===== src/rtl/epp_pkg.sv =====
// package for the eeprom programming port: widths, pin levels, reset values
// assumes a single 25 MHz system clock domain
package epp_pkg;
   localparam int          EPP_DATA_W      = 8;     // multiplexed bus width
   localparam int          EPP_NUM_REGS    = 16;    // programming registers decoded
   localparam int          EPP_ADDR_W      = 4;     // address bits used to index the registers
   localparam logic [3:0]  EPP_MODE_PATTERN = 4'hA; // sel3..sel0 = 1,0,1,0
   localparam logic [7:0]  EPP_REG_RESET   = 8'h00; // register reset value
   localparam logic [7:0]  EPP_ADDR_RESET  = 8'h00; // latched address reset value
   localparam int          EPP_SYNC_STAGES = 2;     // pin synchroniser depth

   // access phase of the port
   typedef enum logic [2:0] {
      EPP_IDLE  = 3'b001,
      EPP_READ  = 3'b010,
      EPP_WRITE = 3'b100
   } epp_state_t;
endpackage


===== src/rtl/epp_port.sv =====
// eeprom programming port: parallel multiplexed-bus register access
// assumes strobes come from an external programmer, asynchronous to clk_sys
// Summary of operation
// (RULE_01) reset input clears port and registers
// (RULE_02) one 8-bit bus for all data
// (RULE_03) address captured on latch strobe fall
// (RULE_04) programmer starts access with latch pulse
// (RULE_05) select and read low drive bus
// (RULE_06) select and write low store byte
// (RULE_07) strobes ignored while select is high; code gates read and write only, the latch strobe still captures an address
// (RULE_08) programmer deselects between accesses
// (RULE_09) programmer keeps oscillator running
// (RULE_10) mode pins low-high-low-high enter programming
// (RULE_11) programmer never asserts read and write together
`timescale 1ns/100ps
module epp_port
   import epp_pkg::*;
#(
   parameter int N_REGS = EPP_NUM_REGS
) (
   input  wire logic                  clk_sys,
   input  wire logic                  srst,
   input  wire logic                  prog_iface_reset,
   input  wire logic                  prog_mode_sel_0,
   input  wire logic                  prog_mode_sel_1,
   input  wire logic                  prog_mode_sel_2,
   input  wire logic                  prog_mode_sel_3,
   input  wire logic                  prog_addr_latch_strobe,
   input  wire logic                  prog_select_n,
   input  wire logic                  prog_read_strobe_n,
   input  wire logic                  prog_write_strobe_n,
   input  wire logic [EPP_DATA_W-1:0] prog_addr_data_bus_i,
   output logic      [EPP_DATA_W-1:0] prog_addr_data_bus_o,
   output logic                       prog_addr_data_bus_oe,
   output logic                       prog_mode_active,
   output logic      [EPP_DATA_W-1:0] prog_addr_out,
   output logic                       prog_wr_pulse,
   output logic                       prog_rd_pulse,
   input  wire logic [EPP_DATA_W-1:0] array_rd_data
);
   localparam int NS = 8 + EPP_DATA_W;   // synchronised pin count

   logic [NS-1:0]            pins_raw;      // asynchronous pin group
   logic [NS-1:0]            pins_s;        // synchronised pin group
   logic                     ale_s;         // latch strobe, synced
   logic                     cs_n_s;        // select, synced
   logic                     rd_n_s;        // read strobe, synced
   logic                     wr_n_s;        // write strobe, synced
   logic                     prog_iface_reset_s;        // interface reset, synced
   logic [3:0]               mode_s;        // mode pins sel3..sel0
   logic [EPP_DATA_W-1:0]    bus_s;         // bus input, synced
   logic                     ale_d_r;       // previous latch strobe
   logic                     iface_rst;     // combined local reset
   logic [EPP_DATA_W-1:0]    addr_r;        // latched register address
   logic [EPP_DATA_W-1:0]    regs_r [N_REGS]; // programming registers
   epp_state_t               state_r;       // access phase
   epp_state_t               state_nxt;     // next access phase
   logic [EPP_DATA_W-1:0]    rd_data_r;     // bus output data
   logic                     rd_req;        // read qualified by select
   logic                     wr_req;        // write qualified by select

   // register space or memory array: top bit clear and the whole index below N_REGS,
   // so an index past the register file reaches the array instead of aliasing
   function automatic logic addr_hits_reg(input logic [EPP_DATA_W-1:0] a);
      return (a[EPP_DATA_W-1] == 1'b0) && (int'(a[EPP_DATA_W-2:0]) < N_REGS);
   endfunction

   assign pins_raw = {prog_addr_latch_strobe, prog_select_n, prog_read_strobe_n,
                      prog_write_strobe_n, prog_iface_reset, prog_mode_sel_3,
                      prog_mode_sel_2, prog_mode_sel_1, prog_addr_data_bus_i};

   // every pin is asynchronous, so all pass two flip-flops
   epp_sync #(.WIDTH(NS), .RST_VAL(1'b0)) u_sync (
      .clk_sys  (clk_sys),
      .srst     (srst),
      .pin_in   (pins_raw),
      .pin_sync (pins_s)
   );

   // sel_0 folded separately to keep the concat readable
   logic [1:0] sel0_q;   // sel_0 two-stage synchroniser
   always_ff @(posedge clk_sys) begin
      if (srst) begin
         sel0_q <= 2'h0;
      end else begin
         sel0_q <= {sel0_q[0], prog_mode_sel_0};
      end
   end

   assign ale_s  = pins_s[NS-1];
   assign cs_n_s = pins_s[NS-2];
   assign rd_n_s = pins_s[NS-3];
   assign wr_n_s = pins_s[NS-4];
   assign prog_iface_reset_s = pins_s[NS-5];
   assign mode_s = {pins_s[NS-6], pins_s[NS-7], pins_s[NS-8], sel0_q[1]};
   assign bus_s  = pins_s[EPP_DATA_W-1:0];

   // (RULE_10) mode pattern check
   always_ff @(posedge clk_sys) begin
      if (srst) begin
         prog_mode_active <= 1'b0;
      end else begin
         prog_mode_active <= (mode_s == EPP_MODE_PATTERN);
      end
   end

   // (RULE_01) interface reset source
   assign iface_rst = prog_iface_reset_s || !prog_mode_active;

   // (RULE_07) select gates both strobes
   assign rd_req = !cs_n_s && !rd_n_s && wr_n_s;
   assign wr_req = !cs_n_s && !wr_n_s && rd_n_s;

   // previous latch strobe for edge detect
   always_ff @(posedge clk_sys) begin
      if (srst) begin
         ale_d_r <= 1'b0;
      end else begin
         ale_d_r <= ale_s;
      end
   end

   // (RULE_03) address latched on strobe fall
   always_ff @(posedge clk_sys) begin
      if (srst || iface_rst) begin
         addr_r <= EPP_ADDR_RESET;
      end else if (ale_d_r && !ale_s) begin
         addr_r <= bus_s;
      end
   end
   assign prog_addr_out = addr_r;

   // access phase machine: one pulse per strobe assertion
   always_comb begin
      state_nxt = state_r;
      case (state_r)
         EPP_IDLE: begin
            if (rd_req) begin
               state_nxt = EPP_READ;
            end else if (wr_req) begin
               state_nxt = EPP_WRITE;
            end
         end
         EPP_READ: begin
            if (!rd_req) begin
               state_nxt = EPP_IDLE;
            end
         end
         EPP_WRITE: begin
            if (!wr_req) begin
               state_nxt = EPP_IDLE;
            end
         end
         default: state_nxt = EPP_IDLE;
      endcase
   end

   // phase register
   always_ff @(posedge clk_sys) begin
      if (srst || iface_rst) begin
         state_r <= EPP_IDLE;
      end else begin
         state_r <= state_nxt;
      end
   end

   // access pulses to the array controller, one cycle at strobe start
   assign prog_wr_pulse = (state_r == EPP_IDLE) && wr_req && !iface_rst;
   assign prog_rd_pulse = (state_r == EPP_IDLE) && rd_req && !iface_rst;

   // (RULE_06) write stores bus byte
   always_ff @(posedge clk_sys) begin
      if (srst || iface_rst) begin
         for (int i = 0; i < N_REGS; i++) begin
            regs_r[i] <= EPP_REG_RESET;
         end
      end else if (prog_wr_pulse && addr_hits_reg(addr_r)) begin
         regs_r[addr_r[EPP_ADDR_W-1:0]] <= bus_s;
      end
   end

   // (RULE_02) read data from registers or array
   always_ff @(posedge clk_sys) begin
      if (srst || iface_rst) begin
         rd_data_r <= EPP_REG_RESET;
      end else if (prog_rd_pulse) begin
         rd_data_r <= addr_hits_reg(addr_r) ? regs_r[addr_r[EPP_ADDR_W-1:0]]
                                            : array_rd_data;
      end
   end
   assign prog_addr_data_bus_o = rd_data_r;

   // (RULE_05) drivers on during read phase only
   assign prog_addr_data_bus_oe = (state_r == EPP_READ) && rd_req;
endmodule


===== src/rtl/epp_sync.sv =====
// two flip-flop synchroniser for a group of asynchronous pins
// assumes pins are quasi-static relative to the 40 ns clock
`timescale 1ns/100ps
module epp_sync #(
   parameter int       WIDTH = 1,
   parameter logic     RST_VAL = 1'b0
) (
   input  wire logic             clk_sys,
   input  wire logic             srst,
   input  wire logic [WIDTH-1:0] pin_in,
   output logic      [WIDTH-1:0] pin_sync
);
   logic [WIDTH-1:0] meta_r;   // first stage, read only by second stage

   // two stages; both reset to RST_VAL, which need not be the idle level of the pins
   always_ff @(posedge clk_sys) begin
      if (srst) begin
         meta_r   <= {WIDTH{RST_VAL}};
         pin_sync <= {WIDTH{RST_VAL}};
      end else begin
         meta_r   <= pin_in;
         pin_sync <= meta_r;
      end
   end
endmodule


===== config.mk =====
export PLATFORM = sky130hd
export DESIGN_NAME = epp_port
export DESIGN_NICKNAME = d
export VERILOG_FILES = /design/src/rtl/epp_pkg.sv /design/src/rtl/epp_port.sv /design/src/rtl/epp_sync.sv
export SDC_FILE = /design/constraint.sdc
export NUM_CORES = 1
export LEC_CHECK = 0
export BUFFER_PORTS_ARGS = -buffer_cell sky130_fd_sc_hd__buf_2
export CAP_MARGIN = 15
export CELL_PAD_IN_SITES_DETAIL_PLACEMENT = 1
export CELL_PAD_IN_SITES_GLOBAL_PLACEMENT = 1
export CORE_MARGIN = 2
export CORE_UTILIZATION = 30
export CTS_BUF_LIST = sky130_fd_sc_hd__clkbuf_4
export CTS_CLUSTER_SIZE = 24
export DETAILED_ROUTE_END_ITERATION = 7
export GPL_ROUTABILITY_DRIVEN = 0
export GPL_TIMING_DRIVEN = 0
export PLACE_DENSITY_LB_ADDON = 0.3
export SYNTH_ARGS = -nofsm -noshare
export SYNTH_HDL_FRONTEND = slang
export SYNTH_SLANG_ARGS = --single-unit

===== constraint.sdc =====
create_clock -name clk_sys -period 2.5 [get_ports clk_sys]
set_input_delay 0.375 -clock clk_sys [delete_from_list [all_inputs] [get_ports clk_sys]]
set_output_delay 0.375 -clock clk_sys [all_outputs]
set_load 0.01 [all_outputs]

==> results of run 1 <==
what timing repair did:
| item | CTS | global route |
|---|---|---|
| resized for setup | 23 | 11 |
| hold buffers | 17 | 0 |
| hold endpoints to repair | 17 | 0 |
| setup endpoints to repair | 138 | 102 |
| pin swaps | 2 | 6 |
| setup buffers | 4 | 7 |
per-layer routing:
layer / track usage (%) / vias to the layer above / share of wire (%)
met4: 5.06 / 0 / 2.0
met5: 0 / - / 0
met3: 2.57 / 24 / 3.7
met2: 27.8 / 99 / 51
li1: - / 2241 / -
met1: 20.5 / 2537 / 43
registers in the layout, summed over array words and instances, names as in the netlist, named ones only:
name,flops
prog_addr_data_bus_o,8
sel0_q,2
ale_d_r,1
u_sync.meta_r,16
state_r,3
prog_mode_active,1
regs_r,128
u_sync.pin_sync,16
prog_addr_out,8
synthesized netlist by cell type, drive strengths merged, types with 3 or more instances:
cell type and n:
a211o 8, and2 137, nor2 19, a21oi 17, nor3b 3, mux2i 8, o32ai 8, nor2b 45
edfxtp 128, nor4 5, nand2b 21, nand2 11, mux4 32, dfxtp 59, nor3 12, buf 14
clkbuf 17, mux2 8, xor2 3
metrics by stage:
stage | TNS, ns | hold slack (ns) | setup WS, ns
after floorplan | 0 | 0.414 | 0.347
after global placement | -48.35 | 0.418 | -0.535
after detailed placement | -57.92 | 0.425 | -0.608
after CTS | 0 | 0.0997 | 0.00874
after global routing | -0.00368 | 0.122 | -0.00368
final | 0 | 0.129 | 0.0416
cell type report:
class,instances,area (um^2)
inverters,1,3.75
diodes,1,2.50
well taps,341,427
multi-input cells,350,3080
clock buffers,18,135
plain buffers,31,143
repair buffers,74,495
clock inverters,14,119
flip-flops and latches,187,5020
fillers,2792,17400
placed cells by master (no fill, tap or decap), drive strengths merged, types with 11 or more instances in the layout:
| master | n |
|---|---|
| nor2b | 45 |
| clkbuf | 37 |
| nand2 | 11 |
| nand2b | 21 |
| nor3 | 12 |
| mux4 | 32 |
| dfxtp | 59 |
| nor2 | 19 |
| inv | 12 |
| dlygate4sd3 | 17 |
| a21oi | 17 |
| buf | 69 |
| and2 | 137 |
| edfxtp | 128 |
worst max-delay path, stage by stage, from the launching register on:
cell      delay, ns
dfxtp_1        0.51
clkbuf_1       0.59
mux4_2         0.45
nor2b_1        0.15
o32ai_1        0.50
a21oi_1        0.16
kinds of logic after synthesis:
| logic type | synth area share, % |
|---|---|
| AO/OA/AOI/OAI | 2.83 |
| XOR/XNOR | 0.323 |
| buffers and inverters | 1.72 |
| flip-flops | 61.9 |
| multiplexers | 11.0 |
| AND/OR/NAND/NOR | 22.3 |
where the power goes:
part / leakage, nW / total [mW] / switching (mW) / internal, mW
registers: 2.06 / 3.32 / 0.0300 / 3.29
clock network: 0.147 / 1.57 / 1.13 / 0.445
logic: 1.51 / 0.123 / 0.0616 / 0.0611
worst paths after layout:
kind | from | to | slack [ns] | cells past startpoint
max reg2reg | flop | prog_addr_data_bus_o[3] | 0.04 | 5
min | array_rd_data[2] | prog_addr_data_bus_o[2] | 0.13 | 4
min reg2reg | u_sync.meta_r[13] | u_sync.pin_sync[13] | 0.46 | 1
max | flop | prog_addr_data_bus_o[3] | 0.04 | 5
==> run metrics, run 1 <==
status=finished, final reports clean; Setup crit end kind=flop; CP Launch Type=flop; top cell type's share of synthesized area=between 40% and 50%; DP HPWL=approximately 15000 um; Tot GR Track Use=16.0%; Clock Tree Buf Depth=2; Core ar.=26800 um^2; share of cells above drive strength 1=26.7%; Initial DRC Count=368; ys flop type=edfxtp_1; Total Power=5.02 mW; Clk pin slew, worst setup/hold paths=about 0.17 ns; syn_nets=596; FMAX=between 400 and 500 MHz; Cells after Synth=~570; non-filler cells in the finished layout=1017; IO Pins=47; Crit path required time=3.00 ns; Yosys reg bits=187; drt drc=0; row cnt=60; die width=169 um; number of synthesized flops with an enable pin=128; final setup violation count=0; antenna violations before repair=2; DIE AREA=between 20000 and 30000 um^2; final max-slew violation count=0; via count=4901; Slew headroom=49.5%; cell leakage power=between 3 and 4 nW; CTS tree=yes; H-tree Lvls=4; syn avg cell area=14.3 um^2; Slew @ Worst Pin=0.757 ns; Finished Core Util=35.2%; dpl cell area=8780 um^2; Worst EP arrival=between 2 and 3 ns; Synth area leader=edfxtp_1; synth-to-layout area growth=16.1%; GRT overflow=0; Hold WC Path Type=primary input to flop; Crit Path Class=flop to flop; drt pass-1 iters=5; Routed WL per cell=21.4 um; vias in the first global route=5323; FFs w/ async S/R, synth=0%; clock sink count=187; final WL=21800 um; worst skew pair latency=0.61 ns; Layout Nets=689; post-synth cell types=36; Seq/Total Area, Yosys=61.9%; Die Ht=between 150 and 200 um; Inst Count DP=956; first-pass GRT wire length=33100 um; Setup Skew=0.0314 ns; number of port buffers=46; antenna-violating nets left=0; TritonCTS buffer count=17; Cell Pwr Density=533 nW/um^2; Clock Root Buffer=clkbuf_4; Worst VDD drop=0.223 mV; Post-Syn Area=8120 um^2; Vias/cell=slightly below 5; max_cap viols=0; Ys Warns=0; final hold violations=0; fin area=roughly 9400 um^2; largest net degree at the start of global routing=19; Final min period=2.46 ns; Crit Path Max Fanout=10; Initial Util=30.3%; top post-synthesis cells by area=edfxtp_1 (47%), dfxtp_1 (15%), and2_1 (11%); part of the cycle the worst path needs=98.3%
(Power assumes the default switching activity.)
==> inputs of run 2 (changes only) <==
==> constraint.sdc (replaced) <==
create_clock -name clk_sys -period 2.5 [get_ports clk_sys]
set_input_delay 0.125 -clock clk_sys [delete_from_list [all_inputs] [get_ports clk_sys]]
set_output_delay 0.125 -clock clk_sys [all_outputs]
set_load 0.01 [all_outputs]
==> run metrics, run 2 (same netlist as run 1, synthesis figures left out) <==
status=finished, final reports clean; Cell Pwr Density=529 nW/um^2 (-0.63%); Final min period=2.42 ns (-0.0388 ns); net switching power=1.21 mW (-1.1%); TritonCTS buffer count=17 (unchanged); vias in the first global route=5344 (+0.39%); CP Launch Type=flop; clock sink count=187 (unchanged); most frequent cells in the layout=and2_1 (137), edfxtp_1 (128), dfxtp_1 (58); antenna violations before repair=2 (unchanged); commonest non-fill, non-tap cell in the layout=and2_1; Logic pwr share=2.6% (+0.2 points); GRT overflow=0 (unchanged); max reg flops=128 (unchanged); Crit Path Class=flop to flop; CTS tree=yes; dpl cell area=8780 um^2 (unchanged); part of the cycle the worst path needs=96.8% (-1.6 points); synth-to-layout area growth=16.7%; cell internal pwr=3.81 mW (+0.21%); Clock Tree Buf Depth=2 (unchanged); Hold WC Path Type=primary input to flop; Place WS=-0.512 ns (+0.0970 ns); Die Ht=169 um (unchanged); switching part of the total power=24.1% (-0.25 points); FMAX=413 MHz (+1.6%); GR Layer Usage met1=20.6% (+0.064 points); fin area=9480 um^2 (+0.52%); busiest grt layer=met2; GR Layer Usage met2=27.9% (+0.13 points); drt pass-1 iters=5 (unchanged); DP HPWL=15000 um (unchanged); grt met3 use=2.55% (-0.023 points); Clk pin slew, worst setup/hold paths=0.17 ns (about the same); Largest Register=regs_r; DIE AREA=28400 um^2 (unchanged); Fillers=2794 (+0.072%); Initial DRC Count=347 (-5.7%); hold_sp=srst; first-pass GRT wire length=33200 um (+0.33%); max_cap viols=0 (unchanged); Initial Util=30.3% (unchanged); Slew @ Worst Pin=0.729 ns (-0.0280 ns); unrepaired setup endpoints after global routing=no; R2R depth=5 (unchanged); cell leakage power=3.73 nW (+0.39%); reg-to-reg slack, setup=0.08 ns (+0.04 ns); Worst EP arrival=2.90 ns (-0.06 ns); antenna-violating nets left=0 (unchanged); Setup Skew=0.0289 ns (-0.00247 ns); FF+latch area=5030 um^2 (about the same); IO Pins=47 (unchanged); Worst Hold End=u_sync.meta_r[15]; Worst VDD drop=0.210 mV (-5.9%); Slew headroom=51.4% (+1.9 points); Crit path required time=2.98 ns (-0.02 ns); H-tree Lvls=4 (unchanged); Total Power=5.02 mW (-0.11%); reg2reg end=prog_addr_data_bus_o[3]; Core ar.=26800 um^2 (unchanged); Clock power frac=31.1% (-0.2 points); setup slack after layout=0.0804 ns (+0.0388 ns); largest registers=regs_r x128, u_sync.meta_r x16, u_sync.pin_sync x16; Crit Path Max Fanout=10 (unchanged); largest net degree at the start of global routing=19 (unchanged); sequential power share=66.3% (about the same); Tot GR Track Use=16.0% (+0.051 points); Vias/cell=4.80 (-0.39%); final setup violation count=0 (unchanged); number of port buffers=46 (unchanged); die width=169 um (unchanged); drt drc=0 (unchanged); final hold violations=0 (unchanged); Routed WL per cell=21.3 um (-0.58%); final max-slew violation count=0 (unchanged); Layout Nets=694 (+0.73%); via count=4906 (+0.10%); Worst Hold Depth=3 (-1); area occupied by multi-input gates=3070 um^2 (-0.20%); worst skew pair latency=0.59 ns (-0.02 ns); Setup crit end kind=flop; Clock Root Buffer=clkbuf_4; Finished Core Util=35.4% (+0.18 points); row cnt=60 (unchanged); share of cells above drive strength 1=25.9% (-0.78 points); final WL=21800 um (about the same)
run 2: cell types whose count changed in the layout (fill, tap and decap cells not counted):
| cell | before | now |
|---|---|---|
| clkbuf_1 | 15 | 16 |
| dfxtp_2 | 0 | 1 |
| clkbuf_4 | 19 | 18 |
| nand2b_4 | 7 | 8 |
| dlygate4sd3_1 | 17 | 25 |
| nor4b_2 | 0 | 1 |
| buf_2 | 52 | 53 |
| dfxtp_1 | 59 | 58 |
| nor4b_4 | 1 | 0 |
| nand2b_2 | 9 | 7 |
| nand2b_1 | 5 | 6 |
| buf_4 | 11 | 8 |
| clkbuf_2 | 3 | 2 |
run 2: worst max-delay path by stage:
stage | startpoint | to | slack [ns]
finish | flop | prog_addr_data_bus_o[3] | 0.08
global route | flop | prog_addr_data_bus_o[3] | 0.02
CTS | prog_addr_out[7] | regs_r[11][4] | -0.02
detailed placement | prog_mode_active | regs_r[1][3] | -0.51
global placement | prog_mode_active | regs_r[1][3] | -0.44
floorplan | prog_mode_active | regs_r[15][0] | 0.35
run 2: critical path, stage by stage (launching register included):
cell and delay [ns]:
dfxtp_1 0.50, clkbuf_1 0.58, mux4_2 0.44, nor2b_1 0.15, o32ai_1 0.49, a21oi_1 0.16
run 2: layer usage:
layer | share of wire [%] | up-vias
li1 | - | 2252
met1 | 43 | 2529
met2 | 51 | 103
met3 | 3.5 | 22
met4 | 1.9 | 0
met5 | 0 | -
run 2: final cells by class:
| type | count | share of cell area, % |
|---|---|---|
| Clock inverter | 14 | 1.25 |
| Sequential cell | 187 | 53.0 |
| Tap cell | 341 | 4.50 |
| Timing Repair Buffer | 79 | 5.83 |
| Inverter | 1 | 0.0396 |
| Multi-Input combinational cell | 350 | 32.4 |
| Buffer | 31 | 1.47 |
| Clock buffer | 18 | 1.43 |
| Antenna cell | 1 | 0.0264 |
run 2: power groups by stage:
stage               logic, mW  clock network [mW]  registers [mW]
floorplan              0.0524                   0            3.37
global placement       0.0967                   0            3.39
detailed placement      0.100                   0            3.39
CTS                     0.131                1.61            3.32
global route            0.145                1.72            3.33
finish                  0.131                1.56            3.32
run 2: metrics by stage:
stage          setup TNS, ns  hold WS (ns)  instances
3_5_place_dp          -44.81         0.347        956
3_3_place_gp          -36.48         0.339        956
6_report                   0         0.109       1022
4_1_cts               -0.183        0.0596       1016
2_1_floorplan              0         0.253        569
5_1_grt                    0        0.0812       1022
run 2: what timing repair did:
action	CTS	global route
endpoints found under the hold margin	25	0
buffers inserted	3	5
resized for setup	25	6
pin swaps	3	4
hold buffers	25	0
endpoints found under the setup margin	137	124
==> inputs of run 3 (changes only) <==
Settings changed: CORE_ASPECT_RATIO set to 0.7.
==> run metrics, run 3 (same netlist as run 1, synthesis figures left out) <==
Setup crit end kind=flop; most frequent cells in the layout=and2_1 (137), edfxtp_1 (128), dfxtp_1 (58); Core ar.=26700 um^2 (-0.56%); vias in the first global route=5238 (-2.0%); final hold violations=0 (unchanged); cell internal pwr=3.88 mW (+1.9%); antenna violations before repair=3 (+1); DP HPWL=16000 um (+6.6%); antenna-violating nets left=0 (unchanged); final max-slew violation count=0 (unchanged); Hold WC Path Type=primary input to flop; Setup Skew=0.0276 ns (-0.00127 ns); final setup violation count=0 (unchanged); Fillers=2835 (+1.5%); Tot GR Track Use=16.6% (+0.60 points); clock sink count=187 (unchanged); via count=4970 (+1.3%); Clock power frac=32.3% (+1.2 points); TritonCTS buffer count=17 (unchanged); drt pass-1 iters=5 (unchanged); Worst VDD drop=0.272 mV (+30%); Cell Pwr Density=536 nW/um^2 (+1.4%); reg-to-reg slack, setup=0.11 ns (+0.03 ns); final WL=22700 um (+4.1%); Largest Register=regs_r; die width=201 um (+19%); Vias/cell=4.72 (-1.6%); Clock Tree Buf Depth=2 (unchanged); max_cap viols=0 (unchanged); share of cells above drive strength 1=26.1% (+0.25 points); FMAX=418 MHz (+1.1%); cell leakage power=3.75 nW (+0.64%); drt drc=0 (unchanged); net switching power=1.23 mW (+1.8%); first-pass GRT wire length=34000 um (+2.5%); worst skew pair latency=0.60 ns (about the same); Clk pin slew, worst setup/hold paths=0.16 ns (about the same); Clock Root Buffer=clkbuf_4; Slew @ Worst Pin=0.704 ns (-0.0246 ns); Die Ht=142 um (-16%); Initial DRC Count=335 (-3.5%); CP Launch Type=flop; largest registers=regs_r x128, u_sync.meta_r x16, u_sync.pin_sync x16; largest net degree at the start of global routing=18 (-1); unrepaired setup endpoints after global routing=yes; Worst EP arrival=2.88 ns (-0.02 ns); H-tree Lvls=4 (unchanged); Slew headroom=53.0% (+1.6 points); GRT overflow=0 (unchanged); Initial Util=30.5% (+0.17 points); Crit Path Class=flop to flop; status=finished, final reports clean; Total Power=5.11 mW (+1.8%); part of the cycle the worst path needs=95.7% (-1.1 points); Crit Path Max Fanout=10 (unchanged); IO Pins=47 (unchanged); switching part of the total power=24.0% (about the same); DIE AREA=28400 um^2 (about the same); row cnt=50 (-17%); CTS tree=yes; Crit path required time=2.98 ns (about the same); non-filler cells in the finished layout=1052 (+2.9%); Layout Nets=699 (+0.72%); commonest non-fill, non-tap cell in the layout=and2_1; number of port buffers=46 (unchanged); Logic pwr share=2.6% (about the same); Routed WL per cell=21.5 um (+1.2%); Final min period=2.39 ns (-0.0264 ns); sequential power share=65.1% (-1.2 points); max reg flops=128 (unchanged); Hold WS=0.102 ns (-0.00616 ns); Inst Count DP=979 (+2.4%); synth-to-layout area growth=17.2%
-- run 3: what timing repair did --
item | CTS | global route
pin swaps | 7 | 7
endpoints found under the hold margin | 25 | 0
hold buffers | 25 | 0
buffers inserted | 8 | 5
endpoints found under the setup margin | 138 | 86
gates resized for setup | 18 | 8
-- run 3: final timing paths --
path / depth (start not counted) / startpoint / end
worst min register to register: 1 / u_sync.meta_r[7] / u_sync.pin_sync[7]
worst max-delay path: 5 / flop / prog_addr_data_bus_o[5]
worst max register to register: 5 / flop / prog_addr_data_bus_o[5]
worst min-delay path: 3 / srst / ale_d_r
-- run 3: through the flow --
| stage | utilization [%] | cell area, um^2 | TNS, ns | worst slack [ns] |
|---|---|---|---|---|
| floorplan | - | 8120 | 0 | 0.347 |
| global placement | 33.1 | 8810 | -44.59 | -0.689 |
| detailed placement | 33.1 | 8810 | -48.30 | -0.651 |
| CTS | 35.5 | 9450 | 0 | 0.0149 |
| global route | 35.7 | 9520 | -0.0839 | -0.0116 |
| finish | 35.7 | 9520 | 0 | 0.107 |
-- run 3: area by class of cell --
type	instances	area, um^2	share of cell area [%]
diodes	3	7.51	0.0788
well taps	364	455	4.78
flip-flops and latches	187	5030	52.8
inverters	1	3.75	0.0394
multi-input cells	350	3050	32.0
repair buffers	84	578	6.07
plain buffers	31	140	1.47
clock inverters	15	138	1.45
clock buffers	17	128	1.34
-- run 3: layer usage --
metal  track usage, %  routed length (um)  vias to the layer above
met1             23.8               11100                     2576
li1                 -                   -                     2265
met2             25.5               10000                      119
met5                0                   0                        -
met4             3.39                 170                        0
met3             4.29                1380                       10
-- run 3: worst max-delay path: stages (launching register included) --
cell and delay [ns]:
dfxtp_1 0.54, buf_1 0.59, mux4_2 0.47, mux2_2 0.31, o32ai_1 0.24, a21oi_1 0.13
-- run 3: power by group through the flow --
stage	sequential, mW	combinational [mW]	clock (mW)
after detailed placement	3.39	0.101	0
after global routing	3.33	0.147	1.79
after global placement	3.39	0.0960	0
after CTS	3.32	0.132	1.68
after floorplan	3.37	0.0524	0
final	3.32	0.134	1.65
